[src/logic/sias_pkg.sv]
// Package for the strap image and address select block
package sias_pkg;
	localparam logic [7:0] OFS_BASE_ADDR   = 8'h40;
	localparam logic [7:0] OFS_OFFSET_CTRL = 8'h42;
	localparam logic [7:0] OFS_FZ_B        = 8'h62;
	localparam logic [7:0] OFS_FZ_A        = 8'h64;
	localparam logic [7:0] OFS_IMAGE_CFG   = 8'h00;
	localparam int INHIBIT_BIT    = 6;
	localparam int ADDR_LSB       = 0;
	localparam int ADDR_W         = 7;
	localparam int START_LSB      = 8;
	localparam int START_W        = 6;
	localparam int COUNT_LSB      = 0;
	localparam int COUNT_W        = 4;
	localparam int FZ_W           = 3;
	localparam int FZ0_LSB        = 12;
	localparam int FZ_STRIDE      = 4;
	localparam int FZ_SETTINGS    = 5;
	localparam logic [3:0] MAX_STRAP_CODE = 4'hf;
	localparam logic [3:0] MAX_IMAGE_CODE = 4'hc;
	localparam logic [3:0] USER_IMAGES    = 4'hd;
	localparam logic [3:0] TOTAL_IMAGES   = 4'he;
	localparam logic [15:0] RESET_BASE    = 16'h0000;
	localparam logic [15:0] RESET_CTRL    = 16'h0000;
	localparam logic [15:0] RESET_FZ      = 16'h0000;
	localparam logic [15:0] RESET_IMGCFG  = 16'h0001;

	typedef enum logic [1:0] {
		LOAD_IDLE,
		LOAD_CHECK,
		LOAD_RUN,
		LOAD_FAIL
	} sias_state_t;

	typedef struct packed {
		logic       wrEn;
		logic       rdEn;
		logic [7:0] addr;
		logic [15:0] wdata;
	} sias_reg_req_t;

	typedef struct packed {
		logic       multiImage;
		logic [3:0] imageSlot;
		logic       imageValid;
	} sias_image_sel_t;
endpackage

[src/logic/strap_image_and_address_select.sv]
// Strap decode, image select, slave address and filter zero registers
`timescale 1ns/1ps
module strap_image_and_address_select (
	// Clock and reset
	input  wire logic                    clock,
	input  wire logic                    sys_rst,
	// Strap resistor decoder output
	input  wire logic [3:0]              strapAddressImagePin,
	// Non-volatile store status
	input  wire logic                    multiImageFile,
	input  wire logic [3:0]              lastProgrammedSlot,
	input  wire logic                    crcDone,
	input  wire logic                    crcOk,
	// Register access from the serial interface
	input  wire sias_pkg::sias_reg_req_t regReq,
	output logic [15:0]                  regRdata_r,
	output logic                         regAck_r,
	// Results
	output logic [6:0]                   slaveAddr_r,
	output logic                         addrValid_r,
	output sias_pkg::sias_image_sel_t    imageSel_r,
	output logic [5:0]                   imageLocation_r,
	output logic                         regulatorEnable_r,
	output logic                         loadFault_r,
	output logic [14:0]                  loopFilterZeroSetting_r
);
	localparam int NZ = sias_pkg::FZ_SETTINGS;
	localparam int ZW = sias_pkg::FZ_W;

	if (NZ * ZW != $bits(loopFilterZeroSetting_r)) begin : g_badFz
		$error("filter zero settings do not fill the output");
	end

	logic [15:0] baseAddr_r;
	logic [15:0] offsetCtrl_r;
	logic [15:0] fzB_r;
	logic [15:0] fzA_r;
	logic [15:0] imageCfg_r;
	logic [3:0]  strapCode;
	logic        strapDone;
	sias_pkg::sias_state_t state_r;
	sias_pkg::sias_state_t state_nxt;

	sias_strap_sampler #(.CODE_W(4)) sias_strap_sampler_i (
		.clock      (clock),
		.sys_rst    (sys_rst),
		.strapRaw   (strapAddressImagePin),
		.strapCode_r(strapCode),
		.strapDone_r(strapDone)
	);

	function automatic logic [ZW-1:0] fzField(input logic [15:0] r, input int idx);
		fzField = r[idx*sias_pkg::FZ_STRIDE +: ZW];
	endfunction

	// Register decode
	wire hitBase = regReq.addr == sias_pkg::OFS_BASE_ADDR;
	wire hitCtrl = regReq.addr == sias_pkg::OFS_OFFSET_CTRL;
	wire hitFzB  = regReq.addr == sias_pkg::OFS_FZ_B;
	wire hitFzA  = regReq.addr == sias_pkg::OFS_FZ_A;
	wire hitImg  = regReq.addr == sias_pkg::OFS_IMAGE_CFG;
	wire [15:0] rdMux = hitBase ? baseAddr_r : hitCtrl ? offsetCtrl_r :
		hitFzB ? fzB_r : hitFzA ? fzA_r : hitImg ? imageCfg_r : 16'h0000;

	// Address formation
	wire       inhibit  = offsetCtrl_r[sias_pkg::INHIBIT_BIT];
	wire [6:0] baseAddr = baseAddr_r[sias_pkg::ADDR_LSB +: sias_pkg::ADDR_W];
	wire [6:0] sumAddr  = 7'(baseAddr + {3'h0, strapCode});
	wire       codeOver = strapCode > sias_pkg::MAX_IMAGE_CODE;
	wire       offsetOk = !multiImageFile || !codeOver;
	wire [6:0] addrNxt  = inhibit ? baseAddr : sumAddr;
	wire       validNxt = strapDone && (inhibit || offsetOk);

	// Image selection
	wire [3:0] imgCount  = imageCfg_r[sias_pkg::COUNT_LSB +: sias_pkg::COUNT_W];
	wire [5:0] imgStart  = imageCfg_r[sias_pkg::START_LSB +: sias_pkg::START_W];
	wire       inCount   = strapCode < imgCount;
	wire       multiOk   = !codeOver && inCount;
	wire [3:0] slotNxt   = multiImageFile ? strapCode : lastProgrammedSlot;
	wire       slotOk    = multiImageFile ? multiOk : (lastProgrammedSlot < sias_pkg::TOTAL_IMAGES);
	wire [5:0] locNxt    = multiImageFile ? 6'(imgStart + {2'h0, strapCode}) : {2'h0, slotNxt};

	always_comb begin
		state_nxt = state_r;
		unique case (state_r)
			sias_pkg::LOAD_IDLE:  if (strapDone) state_nxt = sias_pkg::LOAD_CHECK;
			sias_pkg::LOAD_CHECK: if (crcDone) state_nxt = (crcOk && slotOk) ?
				sias_pkg::LOAD_RUN : sias_pkg::LOAD_FAIL;
			sias_pkg::LOAD_RUN:   state_nxt = sias_pkg::LOAD_RUN;
			sias_pkg::LOAD_FAIL:  state_nxt = sias_pkg::LOAD_FAIL;
		endcase
	end

	always_ff @(posedge clock) begin
		if (sys_rst) begin
			baseAddr_r   <= sias_pkg::RESET_BASE;
			offsetCtrl_r <= sias_pkg::RESET_CTRL;
			fzB_r        <= sias_pkg::RESET_FZ;
			fzA_r        <= sias_pkg::RESET_FZ;
			imageCfg_r   <= sias_pkg::RESET_IMGCFG;
		end else if (regReq.wrEn) begin
			if (hitBase) baseAddr_r <= regReq.wdata;
			if (hitCtrl) offsetCtrl_r <= regReq.wdata;
			if (hitFzB) fzB_r <= regReq.wdata;
			if (hitFzA) fzA_r <= regReq.wdata;
			if (hitImg) imageCfg_r <= regReq.wdata;
		end
	end

	always_ff @(posedge clock) begin
		if (sys_rst) begin
			regRdata_r <= 16'h0000;
			regAck_r   <= 1'b0;
		end else begin
			regAck_r   <= regReq.wrEn || regReq.rdEn;
			regRdata_r <= regReq.rdEn ? rdMux : 16'h0000;
		end
	end

	always_ff @(posedge clock) begin
		if (sys_rst) begin
			slaveAddr_r <= 7'h00;
			addrValid_r <= 1'b0;
		end else begin
			slaveAddr_r <= addrNxt;
			addrValid_r <= validNxt;
		end
	end

	always_ff @(posedge clock) begin
		if (sys_rst) begin
			state_r           <= sias_pkg::LOAD_IDLE;
			imageSel_r        <= '0;
			imageLocation_r   <= 6'h00;
			regulatorEnable_r <= 1'b0;
			loadFault_r       <= 1'b0;
		end else begin
			state_r <= state_nxt;
			// Resolve the image as the check ends, so start and count set meanwhile apply
			if (state_r == sias_pkg::LOAD_CHECK && crcDone) begin
				imageSel_r      <= '{multiImageFile, slotNxt, slotOk};
				imageLocation_r <= locNxt;
			end
			regulatorEnable_r <= state_nxt == sias_pkg::LOAD_RUN;
			loadFault_r       <= state_nxt == sias_pkg::LOAD_FAIL;
		end
	end

	// Filter zero capacitor selections, setting 0 in the upper field of 0x64
	always_ff @(posedge clock) begin
		if (sys_rst) begin
			loopFilterZeroSetting_r <= 15'h0000;
		end else begin
			loopFilterZeroSetting_r[0 +: ZW] <= fzField(fzA_r, sias_pkg::FZ0_LSB / sias_pkg::FZ_STRIDE);
			for (int i = 1; i < NZ; i++) begin
				loopFilterZeroSetting_r[i*ZW +: ZW] <= fzField(fzB_r, i - 1);
			end
		end
	end

	a_inhibit_addr: assert property (@(posedge clock) disable iff (sys_rst)
		inhibit |=> slaveAddr_r == $past(baseAddr))
		else $error("inhibited address differs from base");
	a_offset_addr: assert property (@(posedge clock) disable iff (sys_rst)
		!inhibit |=> slaveAddr_r == 7'($past(baseAddr) + {3'h0, $past(strapCode)}))
		else $error("offset address wrong");
	a_high_unreach: assert property (@(posedge clock) disable iff (sys_rst)
		(multiImageFile && !inhibit && strapCode > sias_pkg::MAX_IMAGE_CODE) |=> !addrValid_r)
		else $error("offset above twelve reachable in multi-image");
	a_single_any: assert property (@(posedge clock) disable iff (sys_rst)
		(!multiImageFile && strapDone) |=> addrValid_r)
		else $error("single-image offset refused");
	a_valid_strap: assert property (@(posedge clock) disable iff (sys_rst)
		!strapDone |=> !addrValid_r)
		else $error("address valid before strap capture");
	a_crc_block: assert property (@(posedge clock) disable iff (sys_rst)
		(state_r == sias_pkg::LOAD_CHECK && crcDone && !crcOk) |=> !regulatorEnable_r [*2])
		else $error("regulator started after crc failure");
	a_multi_slot: assert property (@(posedge clock) disable iff (sys_rst)
		(state_r == sias_pkg::LOAD_CHECK && crcDone && multiImageFile) |=>
		imageSel_r.imageSlot == $past(strapCode) && imageSel_r.imageValid ==
		($past(strapCode) <= sias_pkg::MAX_IMAGE_CODE && $past(strapCode) < $past(imgCount)))
		else $error("multi-image slot wrong");
	a_multi_loc: assert property (@(posedge clock) disable iff (sys_rst)
		(state_r == sias_pkg::LOAD_CHECK && crcDone && multiImageFile) |=>
		imageLocation_r == 6'($past(imgStart) + {2'h0, $past(strapCode)}))
		else $error("multi-image location wrong");
	a_single_slot: assert property (@(posedge clock) disable iff (sys_rst)
		(state_r == sias_pkg::LOAD_CHECK && crcDone && !multiImageFile) |=>
		imageSel_r.imageSlot == $past(lastProgrammedSlot))
		else $error("single-image slot wrong");
	a_fz_zero: assert property (@(posedge clock) disable iff (sys_rst)
		1'b1 |=> loopFilterZeroSetting_r[0 +: ZW] == $past(fzA_r[sias_pkg::FZ0_LSB +: ZW])
		&& loopFilterZeroSetting_r[(NZ-1)*ZW +: ZW]
		== $past(fzB_r[(NZ-2)*sias_pkg::FZ_STRIDE +: ZW]))
		else $error("filter zero mapping wrong");
	a_run_hold: assert property (@(posedge clock) disable iff (sys_rst)
		regulatorEnable_r |=> regulatorEnable_r)
		else $error("load state left run");
	a_fault_hold: assert property (@(posedge clock) disable iff (sys_rst)
		loadFault_r |=> loadFault_r)
		else $error("load fault cleared without reset");
	a_run_fault_excl: assert property (@(posedge clock) disable iff (sys_rst)
		regulatorEnable_r |-> !loadFault_r)
		else $error("regulator enabled while load fault set");
	a_ack_follows: assert property (@(posedge clock) disable iff (sys_rst)
		regAck_r == $past(regReq.wrEn || regReq.rdEn))
		else $error("register acknowledge out of step");

	c_run:     cover property (@(posedge clock) disable iff (sys_rst) $rose(regulatorEnable_r));
	c_fail:    cover property (@(posedge clock) disable iff (sys_rst) $rose(loadFault_r));
	c_inhibit: cover property (@(posedge clock) disable iff (sys_rst) inhibit && addrValid_r);
	c_multi:   cover property (@(posedge clock) disable iff (sys_rst)
		imageSel_r.multiImage && imageSel_r.imageValid);
	c_single:  cover property (@(posedge clock) disable iff (sys_rst)
		!imageSel_r.multiImage && imageSel_r.imageValid);
endmodule

[src/logic/sias_strap_sampler.sv]
// Three-flop strap synchroniser with a one-shot capture after reset
`timescale 1ns/1ps
module sias_strap_sampler #(
	parameter int CODE_W = 4
) (
	// Clock and reset
	input  wire logic              clock,
	input  wire logic              sys_rst,
	// Strap code from the resistor decoder
	input  wire logic [CODE_W-1:0] strapRaw,
	// Captured code
	output logic [CODE_W-1:0]      strapCode_r,
	output logic                   strapDone_r
);
	if (CODE_W < 1) begin : g_badWidth
		$error("CODE_W must be positive");
	end

	logic [CODE_W-1:0] syncA_r;
	logic [CODE_W-1:0] syncB_r;
	logic [CODE_W-1:0] syncC_r;
	wire               stable = (syncB_r == syncC_r);

	always_ff @(posedge clock) begin
		syncA_r <= strapRaw;
		syncB_r <= syncA_r;
		syncC_r <= syncB_r;
	end

	// Capture once after reset and hold until the next sys_rst
	always_ff @(posedge clock) begin
		if (sys_rst) begin
			strapDone_r <= 1'b0;
			strapCode_r <= '0;
		end else if (!strapDone_r && stable) begin
			strapDone_r <= 1'b1;
			strapCode_r <= syncC_r;
		end
	end

	a_strap_held: assert property (@(posedge clock) disable iff (sys_rst)
		strapDone_r |=> strapDone_r && $stable(strapCode_r))
		else $error("strap code changed after capture");
endmodule

[config.mk]
export PLATFORM = sky130hd
export DESIGN_NAME = strap_image_and_address_select
export DESIGN_NICKNAME = d
export VERILOG_FILES = /design/src/logic/sias_pkg.sv /design/src/logic/strap_image_and_address_select.sv /design/src/logic/sias_strap_sampler.sv
export SDC_FILE = /design/constraint.sdc
export NUM_CORES = 1
export LEC_CHECK = 0
export BUFFER_PORTS_ARGS = -buffer_cell sky130_fd_sc_hd__buf_2
export CAP_MARGIN = 30
export CORE_ASPECT_RATIO = 0.9
export CORE_MARGIN = 2
export CORE_UTILIZATION = 35
export DETAILED_ROUTE_END_ITERATION = 7
export PLACE_DENSITY_LB_ADDON = 0.3
export SYNTH_ARGS = -nofsm -noshare
export SYNTH_HDL_FRONTEND = slang
export SYNTH_SLANG_ARGS = --single-unit
[constraint.sdc]
create_clock -name clock -period 6.23 [get_ports clock]
set_clock_uncertainty 0.1 [all_clocks]
set_input_delay 1.246 -clock clock [delete_from_list [all_inputs] [get_ports clock]]
set_output_delay 1.246 -clock clock [all_outputs]
set_load 0.005 [all_outputs]
==> results.tsv <==
stage	metric	value	unit
power_and_ir_drop	clkPwrFrac	49.6	%
power_and_ir_drop	power.share.combinational	4.3	%
detailed_routing	final_antenna_net_count	0	
setup_path	worst_path_max_delay_cell	nor4b_4	
timing	fin_crit_sh	49.5	%
logic_synthesis	ys_seq_area_share	48.3	%
layout	area_delta_synth_final	19.7	%
global_route	antenna_found_initial	0	
cts	clkTransAtPathRegs	0.06	ns
timing	tns	0	ns
timing	grt_setup_unrepaired	no	
setup_path	cp.required	6.45	ns
min_path	hp-class	flip-flop to flip-flop	
floorplanning	start_util	35.9	%
global_route	grt_pass1_vias	4921	
layout	final_net_count	805	
floorplanning	dieArea	19200	µm²
timing	min_period	3.08	ns
global_route	gr-usage-all-layers	18.1	%
cts	numCtsBuffers	17	
status	outcome	finished, final reports clean	
layout	multi_input_comb_area	3000	µm²
timing	slew_headroom	39.9	%
timing	hold_viol	0	
logic_synthesis	synthTopCellsByCount	dfxtp_1 (153), nand2_1 (82), nor2_1 (66), mux2i_1 (52), a21oi_1 (41)	
power_and_ir_drop	p_sw_share	22.2	%
logic_synthesis	netlist_area	6340	µm²
timing	fin_ws	3.15	ns
logic_synthesis	yosys.area.top_type	dfxtp_1	
floorplanning	fp.coreArea	17700	µm²
timing	worst_pin_slew	0.897	ns
layout	fill_cells	1798	
logic_synthesis	synth.top_cells.by_area	dfxtp_1 (48%), mux2i_1 (8.2%), nand2_1 (4.9%), nor2_1 (3.9%), a211oi_1 (3.8%)	
global_route	grt_pass1_wl	27200	µm
power_and_ir_drop	peakVddDrop	0.187	mV
placement	port_buffers	92	
logic_synthesis	postSynth.asyncResetShare	0	%
setup_path	start_kind	input pin	
detailed_routing	routed_wl	17100	µm
timing	fmax	325	MHz
setup_path	max_stage_delay	0.81	ns
logic_synthesis	ys.flop_type	dfxtp_1	
power_and_ir_drop	switching_power	0.480	mW
placement	dpl_worst_slack	2.75	ns
cts	cts_hold_buf	0	
setup_path	end_kind	flip-flop	
detailed_routing	wire_per_inst	17.0	µm
logic_synthesis	synth_warnings	0	
setup_path	cp_max_fo	14	
cts	insertion_delay	0.42	ns
logic_synthesis	synth_top_area_share	48.3	%
setup_path	worstPathCellList	buf_2 > or4b_1 > nor4b_4 > a221oi_1 > a211oi_1	
setup_path	path_class	input pin to flip-flop	
floorplanning	ios	93	
logic_synthesis	yosysMostFrequentCell	dfxtp_1	
cts	cts.htree.levels	4	
floorplanning	rows	46	
detailed_routing	dr.pass1.iters	4	
power_and_ir_drop	p_leak	3.02	nW
cts	ctsResizeCount	0	
logic_synthesis	synthCells	682	
layout	antennaDiodeCount	0	
placement	globalplace.congestion	0.797	
cts	cts_root_buf	clkbuf_16	
detailed_routing	viasPerCell	5.03	
global_route	grt_max_degree	71	
timing	drv_slew	0	
detailed_routing	num_vias	5061	
power_and_ir_drop	power_density	285	nW/µm²
cts	cts_setup_buffers	0	
setup_path	crit_arrival	3.30	ns
layout	final_core_util	42.9	%
placement	dp_hpwl	11700	µm
cts	cts.sinks	153	
layout	layout-drive-gt1-share	18.8	%
cts	cts_tree	yes	
logic_synthesis	synth_edf_count	0	
logic_synthesis	yosys_register_bits	153	
logic_synthesis	ys_types	53	
floorplanning	die_w	146	µm
detailed_routing	drtIter0Drc	371	
cts	max-clock-path-buffers	2	
floorplanning	die_y	132	µm
logic_synthesis	synth_nets	734	
layout	seq_area	3060	µm²
power_and_ir_drop	p_int	1.68	mW
detailed_routing	drc	0	
job	cap_violations	0	
timing	setup_violations	0	
power_and_ir_drop	seqPwrFrac	46.1	%
global_route	grt_overflow	0	
logic_synthesis	syn_avg_cell_area	9.29	µm²
worst max-delay path, delay by kind of cell:
kind	cells	cell delay [ns]
simple gates	2	1.51
compound gates	2	0.43
buf+inv	1	0.11
registers in the layout (all words and copies together), names as in the netlist:
| register | cells |
|---|---|
| fzB_r | 16 |
| sias_strap_sampler_i.syncC_r | 4 |
| regRdata_r | 16 |
| sias_strap_sampler_i.strapDone_r | 1 |
| sias_strap_sampler_i.strapCode_r | 4 |
| imageSel_r | 6 |
| sias_strap_sampler_i.syncB_r | 4 |
| sias_strap_sampler_i.syncA_r | 4 |
| addrValid_r | 1 |
| regulatorEnable_r | 1 |
| regAck_r | 1 |
| offsetCtrl_r | 16 |
| imageLocation_r | 6 |
| state_r | 2 |
| slaveAddr_r | 7 |
| baseAddr_r | 16 |
| loadFault_r | 1 |
| loopFilterZeroSetting_r | 15 |
| imageCfg_r | 16 |
| fzA_r | 16 |
final timing paths:
kind                                       start                         endpoint  slack, ns  cells past startpoint
max                                   regReq[21]                    regRdata_r[8]       3.15                      5
min              sias_strap_sampler_i.syncA_r[1]  sias_strap_sampler_i.syncB_r[1]       0.22                      0
max reg2reg  sias_strap_sampler_i.strapCode_r[0]                   slaveAddr_r[4]       4.06                      7
min reg2reg      sias_strap_sampler_i.syncA_r[1]  sias_strap_sampler_i.syncB_r[1]       0.22                      0
area by class of cell:
class / count / area share, %
timing repair buffer: 102 / 7.14
multi-input combinational: 462 / 39.6
inverter: 17 / 0.841
tap: 240 / 3.96
sequential: 153 / 40.4
clock buffer: 21 / 6.20
clock inverter: 11 / 1.91
cell usage in the layout (no fill, tap or decap), drive strengths merged, types with 4 or more instances in the layout:
cell type  Yosys  routed
a211oi        32      32
a21oi         41      41
a221oi        15      15
a22o          16      16
a311oi         4       4
and2          12      12
buf           15     102
clkbuf        35      21
clkinv         0       5
dfxtp        153     153
ha            11      11
inv           17      17
mux2i         52      52
nand2         82      82
nand3         24      24
nor2          66      66
nor2b         25      25
nor3          17      17
nor4           4       4
o21ai          6       6
or4            5       5
xnor2          5       5
metrics by stage:
stage                     std cells  instance area, µm²  power [mW]  hold slack [ns]
after global placement          973                6960        1.11            0.212
after CTS                      1006                7590        2.18            0.226
after floorplan                 682                6340        1.07            0.210
after detailed placement        974                6970        1.11            0.212
after global routing           1006                7590        2.23            0.227
final                          1006                7590        2.16            0.224
power by group through the flow:
| stage | Combinational (mW) | Sequential (mW) | Clock (mW) |
|---|---|---|---|
| finish | 0.0925 | 0.996 | 1.07 |
| CTS | 0.0934 | 0.996 | 1.09 |
| global placement | 0.0927 | 1.02 | 0 |
| detailed placement | 0.0930 | 1.02 | 0 |
| floorplan | 0.0502 | 1.02 | 0 |
| global route | 0.102 | 0.997 | 1.13 |
per-layer routing:
layer | vias to the layer above | track usage [%] | wire [µm]
met1 | 2364 | 24.5 | 8020
met2 | 139 | 28.1 | 7740
li1 | 2541 | - | -
met5 | - | 0 | 0
met4 | 0 | 5.45 | 246
met3 | 17 | 5.14 | 1140
logic make-up after synthesis:
| group | after synthesis | share of synthesized area, % |
|---|---|---|
| simple gates | 254 | 19.8 |
| flops | 153 | 48.3 |
| compound gates | 134 | 14.9 |
| buf+inv | 67 | 4.60 |
| mux | 54 | 8.57 |
| fa+ha+maj | 13 | 2.80 |
| xor+xnor | 7 | 0.968 |
Note: power is estimated with default switching activity, not from simulation.
